`config.mk`:
```
export PLATFORM = sky130hd
export DESIGN_NAME = aunaf_serial_port
export DESIGN_NICKNAME = d
export VERILOG_FILES = /design/src/rtl/aunaf_pkg.sv /design/src/rtl/aunaf_baud_tick.sv /design/src/rtl/aunaf_serial_port.sv
export SDC_FILE = /design/constraint.sdc
export NUM_CORES = 1
export LEC_CHECK = 0
export BUFFER_PORTS_ARGS = -buffer_cell sky130_fd_sc_hd__buf_2
export CAP_MARGIN = 20
export CORE_UTILIZATION = 57
export CTS_BUF_LIST = sky130_fd_sc_hd__clkbuf_16
export DETAILED_ROUTE_END_ITERATION = 8
export HOLD_SLACK_MARGIN = 0.02
export PLACE_DENSITY_LB_ADDON = 0.08
export SYNTH_ARGS = -nofsm -noshare
export SYNTH_HDL_FRONTEND = slang
export SYNTH_SLANG_ARGS = --single-unit
export TNS_END_PERCENT = 100
```
`constraint.sdc`:
```
create_clock -name clk_in -period 5.95 [get_ports clk_in]
set_clock_uncertainty 0.05 [all_clocks]
set_input_delay 1.19 -clock clk_in [delete_from_list [all_inputs] [get_ports clk_in]]
set_output_delay 1.19 -clock clk_in [all_outputs]
set_load 0.005 [all_outputs]
```
`src/rtl/aunaf_pkg.sv`:
```
// Constants, register map and types for the ninth-bit serial port
package aunaf_pkg;
  // Register indices; the bus byte address is four times the index
  localparam logic [7:0] IDX_CTRL0 = 8'h98;
  localparam logic [7:0] IDX_CTRL1 = 8'hC0;
  localparam logic [7:0] IDX_BUF0 = 8'h99;
  localparam logic [7:0] IDX_BUF1 = 8'hC1;
  localparam logic [7:0] IDX_ADDR0 = 8'hA9;
  localparam logic [7:0] IDX_ADDR1 = 8'hAA;
  localparam logic [7:0] IDX_MASK0 = 8'hB9;
  localparam logic [7:0] IDX_MASK1 = 8'hBA;
  localparam logic [7:0] IDX_POWER = 8'h87;
  localparam logic [7:0] IDX_BAUD = 8'h8D;
  // serial_control fields
  localparam int CTRL_MODE_LOW = 7;
  localparam int CTRL_MODE_HIGH = 6;
  localparam int CTRL_FILTER = 5;
  localparam int CTRL_RX_PERMIT = 4;
  localparam int CTRL_TX_NINTH = 3;
  localparam int CTRL_RX_NINTH = 2;
  localparam int CTRL_TX_DONE = 1;
  localparam int CTRL_RX_DONE = 0;
  // power_control fields
  localparam int POWER_DOUBLE = 7;
  localparam int POWER_FAULT_VIEW = 6;
  // Reset values
  localparam logic [7:0] ADDR_RESET = 8'h00;
  localparam logic [7:0] MASK_RESET = 8'h00;
  localparam logic [7:0] BAUD_RESET = 8'h0C;
  // Oversampling and fixed-rate dividers
  localparam logic [3:0] SAMPLE_FIRST = 4'h7;
  localparam logic [3:0] SAMPLE_MID = 4'h8;
  localparam logic [3:0] SAMPLE_LAST = 4'h9;
  localparam logic [3:0] CNT_LAST = 4'hF;
  localparam logic [2:0] FIXED_DIV_FAST = 3'h2;
  localparam logic [2:0] FIXED_DIV_SLOW = 3'h4;
  // Bit positions within a frame, start bit is 0
  localparam logic [3:0] BIT_START = 4'h0;
  localparam logic [3:0] BIT_NINE = 4'h9;
  localparam logic [3:0] BIT_STOP11 = 4'hA;
  localparam logic [3:0] TX_BITS10 = 4'h9;
  localparam logic [3:0] TX_BITS11 = 4'hA;
  localparam logic [1:0] RESP_OKAY = 2'h0;
  localparam logic [1:0] RESP_SLVERR = 2'h2;
  typedef enum logic [2:0] {
    SEL_NONE = 3'b000,
    SEL_CTRL = 3'b001,
    SEL_BUF = 3'b010,
    SEL_ADDR = 3'b011,
    SEL_MASK = 3'b100,
    SEL_POWER = 3'b101,
    SEL_BAUD = 3'b110
  } aunaf_sel_type;
  typedef enum logic [1:0] {
    RX_IDLE = 2'b00,
    RX_SHIFT = 2'b01
  } aunaf_rx_state_type;
endpackage

```
`src/rtl/aunaf_baud_tick.sv`:
```
// Oversample tick generator: fixed clock divide or programmable period
`timescale 1ns/1ps
`default_nettype none
module aunaf_baud_tick
  import aunaf_pkg::*;
#(
  parameter int DIV_W = 8
)
(
  input wire logic clk_in,
  input wire logic reset_in,
  input wire logic fixed_rate_in,
  input wire logic double_in,
  input wire logic [DIV_W-1:0] divisor_in,
  output logic tick_out
);
  generate
    if (DIV_W < 3)
    begin : g_check
      $error("DIV_W must be at least 3");
    end
  endgenerate

  typedef struct packed {
    logic [DIV_W-1:0] count;
    logic tick;
  } aunaf_tick_state_type;

  aunaf_tick_state_type state_ff;
  aunaf_tick_state_type nxt_state;
  logic [DIV_W-1:0] last;

  always_comb
  begin
    // Fixed mode divides the clock by 2 or 4; else the programmed period
    if (fixed_rate_in)
      last = DIV_W'(double_in ? FIXED_DIV_FAST - 3'h1 : FIXED_DIV_SLOW - 3'h1);
    else
      last = divisor_in;
    nxt_state = state_ff;
    nxt_state.tick = (state_ff.count >= last);
    nxt_state.count = (state_ff.count >= last) ? '0 : state_ff.count + DIV_W'(1);
  end

  always_ff @(posedge clk_in or posedge reset_in)
  begin
    if (reset_in)
      state_ff <= '0;
    else
      state_ff <= nxt_state;
  end

  assign tick_out = state_ff.tick;
endmodule
`default_nettype wire

```
`src/rtl/aunaf_serial_port.sv`:
```
// Asynchronous 10/11-bit serial port with station address filter, AXI4-Lite registers
// Overview of operation
// - 10-bit frame: low start, eight data bits LSB first, high stop.
// - 10-bit: mid-stop accept if done clear and stop high when filtering.
// - Rejected frame leaves buffer, ninth-bit flag and receive-done untouched.
// - After mid-stop the receiver looks for a new falling edge.
// - Each bit sampled at ticks 7, 8, 9; two of three decide.
// - A voted-high start bit abandons the frame.
// - 11-bit frame: start, eight data, programmable ninth bit, stop.
// - Transmit ninth bit latched from its control bit at buffer write.
// - Transmit starts at next counter rollover: start, data, ninth in 11-bit frames, stop.
// - Transmit-done set when the stop bit is driven.
// - Receive only with receive-permit set; falling edge starts frame.
// - 11-bit: mid-ninth accept if done clear and ninth high when filtering.
// - Fixed-rate 11-bit mode ticks from clock divided by 2 or 4.
// - Timer 11-bit mode differs only in its programmable tick source.
// - Frame-fault set on bad stop; only software clears it.
// - Fault-view select steers control bit 7 between fault flag and mode.
// - Filtered ninth-bit frame is an address; done only on match.
// - Address compare ignores bits where the station mask is zero.
// - Broadcast address, address OR mask, also matches.
// - Each port has its own station address and mask registers.
// - Mask resets to zero so every address matches.
`timescale 1ns/1ps
`default_nettype none
module aunaf_serial_port
  import aunaf_pkg::*;
#(
  parameter int PORT_INDEX = 0,
  parameter int ADDR_W = 12,
  parameter int DIV_W = 8
)
(
  input wire logic clk_in,
  input wire logic reset_in,
  input wire logic [ADDR_W-1:0] s_axi_awaddr_in,
  input wire logic s_axi_awvalid_in,
  output logic s_axi_awready_out,
  input wire logic [31:0] s_axi_wdata_in,
  input wire logic [3:0] s_axi_wstrb_in,
  input wire logic s_axi_wvalid_in,
  output logic s_axi_wready_out,
  output logic [1:0] s_axi_bresp_out,
  output logic s_axi_bvalid_out,
  input wire logic s_axi_bready_in,
  input wire logic [ADDR_W-1:0] s_axi_araddr_in,
  input wire logic s_axi_arvalid_in,
  output logic s_axi_arready_out,
  output logic [31:0] s_axi_rdata_out,
  output logic [1:0] s_axi_rresp_out,
  output logic s_axi_rvalid_out,
  input wire logic s_axi_rready_in,
  input wire logic serial_rx_in,
  output logic serial_tx_out
);
  generate
    if (PORT_INDEX < 0 || PORT_INDEX > 1 || ADDR_W < 10 || DIV_W > 8)
    begin : g_check
      $error("PORT_INDEX must be 0 or 1, ADDR_W at least 10, DIV_W at most 8");
    end
  endgenerate

  // Per-port register indices
  localparam logic [7:0] MY_CTRL = (PORT_INDEX == 0) ? IDX_CTRL0 : IDX_CTRL1;
  localparam logic [7:0] MY_BUF = (PORT_INDEX == 0) ? IDX_BUF0 : IDX_BUF1;
  localparam logic [7:0] MY_ADDR = (PORT_INDEX == 0) ? IDX_ADDR0 : IDX_ADDR1;
  localparam logic [7:0] MY_MASK = (PORT_INDEX == 0) ? IDX_MASK0 : IDX_MASK1;

  typedef struct packed {
    // serial_control and its shadow fault flag, then the other port registers
    logic mode_low;
    logic mode_high;
    logic addr_filter_on;
    logic rx_permit;
    logic tx_ninth_bit;
    logic rx_ninth_bit;
    logic tx_done_flag;
    logic rx_done_flag;
    logic frame_fault_flag;
    logic fault_view_select;
    logic baud_double;
    logic [7:0] station_address;
    logic [7:0] station_mask;
    logic [7:0] rx_buffer;
    logic [7:0] baud_period;
    // Receiver
    aunaf_rx_state_type rx_state;
    logic rx_prev;
    logic [3:0] rx_bit;
    logic [3:0] rx_cnt;
    logic rx_s7;
    logic rx_s8;
    logic [7:0] rx_shift;
    // Transmitter
    logic [3:0] tx_cnt;
    logic tx_pending;
    logic tx_pending_ninth;
    logic [7:0] tx_pending_data;
    logic tx_active;
    logic [9:0] tx_shift;
    logic [3:0] tx_left;
    logic tx_line;
    // Bus
    logic aw_held;
    logic [ADDR_W-1:0] aw_addr;
    logic w_held;
    logic [7:0] w_data;
    logic w_lane0;
    logic bvalid;
    logic [1:0] bresp;
    logic rvalid;
    logic [31:0] rdata;
    logic [1:0] rresp;
  } aunaf_state_type;

  aunaf_state_type state_ff;
  aunaf_state_type nxt_state;
  logic tick;
  logic mode_active;
  logic frame11;
  logic vote;
  logic [3:0] cnt_inc;
  logic [7:0] wbyte;
  logic [7:0] ctrl_view;
  aunaf_sel_type wsel;
  aunaf_sel_type rsel;

  function automatic aunaf_sel_type decode_sel(input logic [ADDR_W-1:0] addr);
    logic [ADDR_W-3:0] idx;
    idx = addr[ADDR_W-1:2];
    if (idx == (ADDR_W-2)'(MY_CTRL))
      return SEL_CTRL;
    else if (idx == (ADDR_W-2)'(MY_BUF))
      return SEL_BUF;
    else if (idx == (ADDR_W-2)'(MY_ADDR))
      return SEL_ADDR;
    else if (idx == (ADDR_W-2)'(MY_MASK))
      return SEL_MASK;
    else if (idx == (ADDR_W-2)'(IDX_POWER))
      return SEL_POWER;
    else if (idx == (ADDR_W-2)'(IDX_BAUD))
      return SEL_BAUD;
    else
      return SEL_NONE;
  endfunction

  // Individual address or broadcast address match
  function automatic logic addr_match(input logic [7:0] rx, input logic [7:0] own,
                                      input logic [7:0] mask);
    logic [7:0] bcast;
    bcast = own | mask;
    return (((rx ^ own) & mask) == 8'h00) ||
           (((rx ^ bcast) & bcast) == 8'h00);
  endfunction

  // Fixed-rate mode only for mode 2; timer-driven modes use the period register
  aunaf_baud_tick #(
    .DIV_W(DIV_W)
  ) aunaf_baud_tick_inst (
    .clk_in(clk_in),
    .reset_in(reset_in),
    .fixed_rate_in(state_ff.mode_high && !state_ff.mode_low),
    .double_in(state_ff.baud_double),
    .divisor_in(state_ff.baud_period[DIV_W-1:0]),
    .tick_out(tick)
  );

  assign mode_active = state_ff.mode_low || state_ff.mode_high;
  assign frame11 = state_ff.mode_high;
  assign cnt_inc = state_ff.rx_cnt + 4'h1;
  assign vote = (state_ff.rx_s7 & state_ff.rx_s8) | (state_ff.rx_s7 & serial_rx_in) |
                (state_ff.rx_s8 & serial_rx_in);
  assign wsel = decode_sel(state_ff.aw_addr);
  assign rsel = decode_sel(s_axi_araddr_in);
  assign wbyte = state_ff.w_data;
  assign ctrl_view = {state_ff.fault_view_select ? state_ff.frame_fault_flag
                                                 : state_ff.mode_low,
                      state_ff.mode_high, state_ff.addr_filter_on, state_ff.rx_permit,
                      state_ff.tx_ninth_bit, state_ff.rx_ninth_bit, state_ff.tx_done_flag,
                      state_ff.rx_done_flag};

  always_comb
  begin
    nxt_state = state_ff;
    nxt_state.rx_prev = serial_rx_in;

    // Register writes come first so hardware events below win over clears
    if (state_ff.aw_held && state_ff.w_held && !state_ff.bvalid)
    begin
      nxt_state.aw_held = 1'b0;
      nxt_state.w_held = 1'b0;
      nxt_state.bvalid = 1'b1;
      nxt_state.bresp = (wsel == SEL_NONE) ? RESP_SLVERR : RESP_OKAY;
      if (state_ff.w_lane0)
      begin
        case (wsel)
          SEL_CTRL:
          begin
            if (state_ff.fault_view_select)
              nxt_state.frame_fault_flag = wbyte[CTRL_MODE_LOW];
            else
              nxt_state.mode_low = wbyte[CTRL_MODE_LOW];
            nxt_state.mode_high = wbyte[CTRL_MODE_HIGH];
            nxt_state.addr_filter_on = wbyte[CTRL_FILTER];
            nxt_state.rx_permit = wbyte[CTRL_RX_PERMIT];
            nxt_state.tx_ninth_bit = wbyte[CTRL_TX_NINTH];
            nxt_state.rx_ninth_bit = wbyte[CTRL_RX_NINTH];
            nxt_state.tx_done_flag = wbyte[CTRL_TX_DONE];
            nxt_state.rx_done_flag = wbyte[CTRL_RX_DONE];
          end
          SEL_BUF:
          begin
            nxt_state.tx_pending = 1'b1;
            nxt_state.tx_pending_data = wbyte;
            nxt_state.tx_pending_ninth = state_ff.tx_ninth_bit;
          end
          SEL_ADDR: nxt_state.station_address = wbyte;
          SEL_MASK: nxt_state.station_mask = wbyte;
          SEL_POWER:
          begin
            nxt_state.baud_double = wbyte[POWER_DOUBLE];
            nxt_state.fault_view_select = wbyte[POWER_FAULT_VIEW];
          end
          SEL_BAUD: nxt_state.baud_period = wbyte;
          default: nxt_state.bresp = RESP_SLVERR;
        endcase
      end
    end
    if (s_axi_awvalid_in && s_axi_awready_out)
    begin
      nxt_state.aw_held = 1'b1;
      nxt_state.aw_addr = s_axi_awaddr_in;
    end
    if (s_axi_wvalid_in && s_axi_wready_out)
    begin
      nxt_state.w_held = 1'b1;
      nxt_state.w_data = s_axi_wdata_in[7:0];
      nxt_state.w_lane0 = s_axi_wstrb_in[0];
    end
    if (state_ff.bvalid && s_axi_bready_in)
      nxt_state.bvalid = 1'b0;

    // Register reads
    if (state_ff.rvalid && s_axi_rready_in)
      nxt_state.rvalid = 1'b0;
    if (s_axi_arvalid_in && s_axi_arready_out)
    begin
      nxt_state.rvalid = 1'b1;
      nxt_state.rresp = (rsel == SEL_NONE) ? RESP_SLVERR : RESP_OKAY;
      case (rsel)
        SEL_CTRL: nxt_state.rdata = {24'h000000, ctrl_view};
        SEL_BUF: nxt_state.rdata = {24'h000000, state_ff.rx_buffer};
        SEL_ADDR: nxt_state.rdata = {24'h000000, state_ff.station_address};
        SEL_MASK: nxt_state.rdata = {24'h000000, state_ff.station_mask};
        SEL_POWER: nxt_state.rdata = {24'h000000, state_ff.baud_double,
                                      state_ff.fault_view_select, 6'h00};
        SEL_BAUD: nxt_state.rdata = {24'h000000, state_ff.baud_period};
        default: nxt_state.rdata = 32'h00000000;
      endcase
    end

    // Receiver
    case (state_ff.rx_state)
      RX_IDLE:
      begin
        if (mode_active && state_ff.rx_permit && state_ff.rx_prev && !serial_rx_in)
        begin
          nxt_state.rx_state = RX_SHIFT;
          nxt_state.rx_bit = BIT_START;
          nxt_state.rx_cnt = 4'h0;
        end
      end
      RX_SHIFT:
      begin
        if (!mode_active || !state_ff.rx_permit)
          nxt_state.rx_state = RX_IDLE;
        else if (tick)
        begin
          nxt_state.rx_cnt = cnt_inc;
          if (cnt_inc == SAMPLE_FIRST)
            nxt_state.rx_s7 = serial_rx_in;
          if (cnt_inc == SAMPLE_MID)
            nxt_state.rx_s8 = serial_rx_in;
          if (cnt_inc == 4'h0)
            nxt_state.rx_bit = state_ff.rx_bit + 4'h1;
          if (cnt_inc == SAMPLE_LAST)
          begin
            if (state_ff.rx_bit == BIT_START)
            begin
              if (vote)
                nxt_state.rx_state = RX_IDLE;
            end
            else if (state_ff.rx_bit < BIT_NINE)
              nxt_state.rx_shift = {vote, state_ff.rx_shift[7:1]};
            else if (state_ff.rx_bit == BIT_NINE)
            begin
              // Bit nine is the stop bit in 10-bit frames, the ninth bit otherwise
              if (!state_ff.rx_done_flag &&
                  (!state_ff.addr_filter_on || (vote &&
                   (!frame11 || addr_match(state_ff.rx_shift, state_ff.station_address,
                                           state_ff.station_mask)))))
              begin
                nxt_state.rx_buffer = state_ff.rx_shift;
                nxt_state.rx_ninth_bit = vote;
                nxt_state.rx_done_flag = 1'b1;
              end
              if (!frame11)
              begin
                if (!vote)
                  nxt_state.frame_fault_flag = 1'b1;
                nxt_state.rx_state = RX_IDLE;
              end
            end
            else
            begin
              if (!vote)
                nxt_state.frame_fault_flag = 1'b1;
              nxt_state.rx_state = RX_IDLE;
            end
          end
        end
      end
      default: nxt_state.rx_state = RX_IDLE;
    endcase

    // Transmitter: bits change only at rollovers of the free tick counter
    if (tick)
    begin
      nxt_state.tx_cnt = state_ff.tx_cnt + 4'h1;
      if (state_ff.tx_cnt == CNT_LAST)
      begin
        if (state_ff.tx_active)
        begin
          if (state_ff.tx_left == 4'h0)
            nxt_state.tx_active = 1'b0;
          else
          begin
            nxt_state.tx_line = state_ff.tx_shift[0];
            nxt_state.tx_shift = {1'b1, state_ff.tx_shift[9:1]};
            nxt_state.tx_left = state_ff.tx_left - 4'h1;
            if (state_ff.tx_left == 4'h1)
              nxt_state.tx_done_flag = 1'b1;
          end
        end
        else if (state_ff.tx_pending && mode_active)
        begin
          nxt_state.tx_pending = 1'b0;
          nxt_state.tx_active = 1'b1;
          nxt_state.tx_line = 1'b0;
          nxt_state.tx_shift = frame11 ? {1'b1, state_ff.tx_pending_ninth,
                                          state_ff.tx_pending_data}
                                       : {2'b11, state_ff.tx_pending_data};
          nxt_state.tx_left = frame11 ? TX_BITS11 : TX_BITS10;
        end
      end
    end
  end

  always_ff @(posedge clk_in or posedge reset_in)
  begin
    if (reset_in)
    begin
      state_ff <= '0;
      state_ff.rx_state <= RX_IDLE;
      state_ff.station_address <= ADDR_RESET;
      state_ff.station_mask <= MASK_RESET;
      state_ff.baud_period <= BAUD_RESET;
      state_ff.tx_line <= 1'b1;
      state_ff.rx_prev <= 1'b1;
      state_ff.tx_shift <= 10'h3FF;
    end
    else
      state_ff <= nxt_state;
  end

  // One write and one read outstanding at a time
  assign s_axi_awready_out = !state_ff.aw_held && !state_ff.bvalid;
  assign s_axi_wready_out = !state_ff.w_held && !state_ff.bvalid;
  assign s_axi_bvalid_out = state_ff.bvalid;
  assign s_axi_bresp_out = state_ff.bresp;
  assign s_axi_arready_out = !state_ff.rvalid;
  assign s_axi_rvalid_out = state_ff.rvalid;
  assign s_axi_rdata_out = state_ff.rdata;
  assign s_axi_rresp_out = state_ff.rresp;
  assign serial_tx_out = state_ff.tx_line;
endmodule
`default_nettype wire

```
==> flow_metrics.py <==
metrics = {
    "logic_synthesis": {
        "syn_area_per_cell_um2": 11.3,
        "synthCells": 610,
        "syn-cell-area_um2": 6860,
        "ys_ff_latch": 135,
        "yosysWarnings": 0,
        "synth_flop_cell": "dfrtp_1",
        "ys_types": 66,
        "async_reset_ff_share_pct": 100,
        "synth_edf_count": 0,
        "synth-seq-area-share_pct": 49.5,
    },
    "floorplanning": {
        "core_um2": 11600,
        "io_pins": 110,
        "dieWidth_um": 112,
        "die_y_um": 112,
        "rows": 39,
        "start_util_pct": 59.3,
        "die-area_um2": 12500,
    },
    "worst_setup_path": {
        "worstSetupStartpoint": "s_axi_araddr_in[11]",
        "r2r_slack_ns": 3.14,
        "cp.required_ns": 6.24,
        "critPathLaunchType": "input port",
        "crit_fanout": 6,
        "timing.rr.end": "state_ff[154]",
        "r2r_cells": 6,
        "arrival_ns": 3.21,
        "crit_path_end_kind": "flop",
        "crit_type": "in -> reg",
        "r2r-start": "state_ff[52]",
    },
    "sta": {
        "rsz0062_at_grt": "no",
        "report.final.slew_viol_count": 0,
        "min_period_over_period_pct": 49.1,
        "hold_viol_final": 0,
        "whs_ns": 0.399,
        "finalSetupViolCount": 0,
        "slew_headroom_pct": 43.0,
        "fmax_mhz": 342,
        "tns_ns": 0,
        "worst_pin_slew_ns": 0.855,
        "period_minus_slack_ns": 2.92,
    },
    "route": {
        "vias": 4624,
        "drc": 7,
        "via_per_inst": 5.70,
        "antenna_left": 0,
        "wl_per_cell_um": 17.5,
        "drt-initial-drc-count": 254,
        "drt_pass1_iterations": 6,
        "wl_um": 14200,
    },
    "global_route": {
        "grt_pass1_wl_um": 23900,
        "antenna_found_initial": 0,
        "grtUsageTotal_pct": 25.2,
        "grt_max_degree": 71,
        "grt-ovfl-total": 0,
        "grt_pass1_vias": 4637,
    },
    "clock_network": {
        "htree_levels": 4,
        "clockBufferDepth": 2,
        "cts_made_buffers": 17,
        "hold_buffers": 0,
        "cts_tree": "built",
        "cts_setup_buffers": 0,
        "cts_root_buf": "clkbuf_16",
        "clk_pin_slew_ns": 0.05,
        "cts.sinks": 135,
        "clk_latency_ns": 0.43,
        "cts_resized": 0,
    },
    "worst_hold_path": {
        "hold_start": "serial_tx_out",
        "min_to": "serial_tx_out",
        "min-delay-path-class": "reg -> reg",
        "whs_path_depth": 2,
    },
    "pwr": {
        "ir_drop_mv": 0.361,
        "power_leakage_nw": 3.68,
        "p_per_area_nw_per_um2": 347,
    },
    "placement": {
        "place_congestion": 0.849,
        "port_buffers": 52,
        "dp_hpwl_um": 10000,
    },
    "final_layout": {
        "final_nets": 742,
        "utilization_pct": 66.8,
        "area_growth_pct": 12.5,
        "diodes": 0,
        "layout-drive-gt1-share_pct": 26.3,
    },
    "outcome": {
        "status": "finished with violations",
        "violations": "design-rule violations",
    },
    "job": {
        "drv_cap": 0,
    },
}
## cells in the mapped netlist (11+ instances only)
cell type / count / area share [%]
o22ai_1: 11 / 1.0
buf_4: 36 / 3.9
dfstp_2: 14 / 5.4
mux2i_1: 19 / 2.8
dfrtp_1: 121 / 44
inv_1: 18 / 0.98
a22oi_1: 14 / 1.5
xor2_1: 16 / 2.0
ha_1: 19 / 3.5
clkbuf_1: 12 / 0.66
nand3_1: 17 / 1.2
nor2_1: 27 / 1.5
a21oi_1: 22 / 1.6
mux2_2: 60 / 9.8
o21ai_0: 34 / 2.5
nand2_1: 50 / 2.7
## layout make-up
type,instances,area (um^2)
Clock buffer,17,425
Clock inverter,15,234
Fill cell,907,3840
Inverter,18,70.1
Multi-Input combinational cell,429,3140
Sequential cell,135,3400
Tap cell,143,179
Timing Repair Buffer,54,275
## worst max-delay path: stages
cell,delay [ns]
buf_2,0.09
nor4b_1,0.49
and2_1,0.24
nand3_1,0.17
nor3b_1,0.67
a21oi_1,0.18
o21ai_0,0.17
## how the worst max path moves through the flow
| stage | end | cells past startpoint | slack, ns |
|---|---|---|---|
| 6_report | s_axi_rdata_out[4] | 7 | 3.03 |
| 5_1_grt | s_axi_rdata_out[1] | 7 | 2.82 |
| 4_1_cts | s_axi_rdata_out[4] | 7 | 3.04 |
| 3_5_place_dp | s_axi_rdata_out[4] | 7 | 2.64 |
| 3_3_place_gp | s_axi_rdata_out[5] | 7 | 2.69 |
| 2_1_floorplan | aunaf_baud_tick_inst.state_ff[1] | 1 | 1.12 |
## per-stage QoR
step	std cells	power, mW	setup WS (ns)	area, um^2
6_report	811	2.68	3.03	7720
2_1_floorplan	635	1.40	1.12	6960
5_1_grt	811	2.78	2.82	7720
3_5_place_dp	779	1.53	2.64	7060
4_1_cts	811	2.70	3.04	7720
3_3_place_gp	779	1.51	2.69	7060
## sequential cells by signal (all words and copies together), names as in the netlist
name                           cells
s_axi_bresp_out                    1
s_axi_bvalid_out                   1
serial_tx_out                      1
aunaf_baud_tick_inst.tick_out      1
s_axi_rdata_out                    8
s_axi_rvalid_out                   1
state_ff                          98
s_axi_rresp_out                    1
wbyte                              8
ctrl_view                          6
aunaf_baud_tick_inst.state_ff      8
frame11                            1
## cell families (layout without fill, tap and decap cells)
family | Yosys count | in the layout | share of synthesized area [%]
compound gates | 117 | 117 | 11.0
xor+xnor | 23 | 23 | 2.94
fa+ha+maj | 19 | 19 | 3.46
buf+inv | 71 | 104 | 6.13
flops | 135 | 135 | 49.5
mux | 96 | 96 | 15.8
other cells | 1 | 26 | 0.0546
simple gates | 148 | 148 | 11.1
## cells in the final DEF, fill, tap and decap left out, types with 11 or more instances in the layout
cell,count
dfrtp_1,121
mux2_2,60
buf_2,52
nand2_1,50
o21ai_0,34
nor2_1,27
conb_1,26
a21oi_1,22
mux2i_1,19
ha_1,19
inv_1,18
nand3_1,17
clkbuf_16,17
xor2_1,16
a22oi_1,14
dfstp_2,14
o22ai_1,11
## metal layers
layer  track usage, %  vias to the layer above  wire (um)
met5                0                        -          0
met4             11.9                        0        365
met3             5.55                       22        630
met2             39.6                      109       6720
met1             33.4                     2292       6480
li1                 -                     2201          -
## power breakdown
| group | switching, mW | total, mW | internal [mW] |
|---|---|---|---|
| logic | 0.140 | 0.312 | 0.173 |
| clock network | 0.388 | 1.17 | 0.779 |
| registers | 0.167 | 1.20 | 1.03 |
| total | 0.695 | 2.68 | 1.98 |
Power figures use the tool's default switching activity.
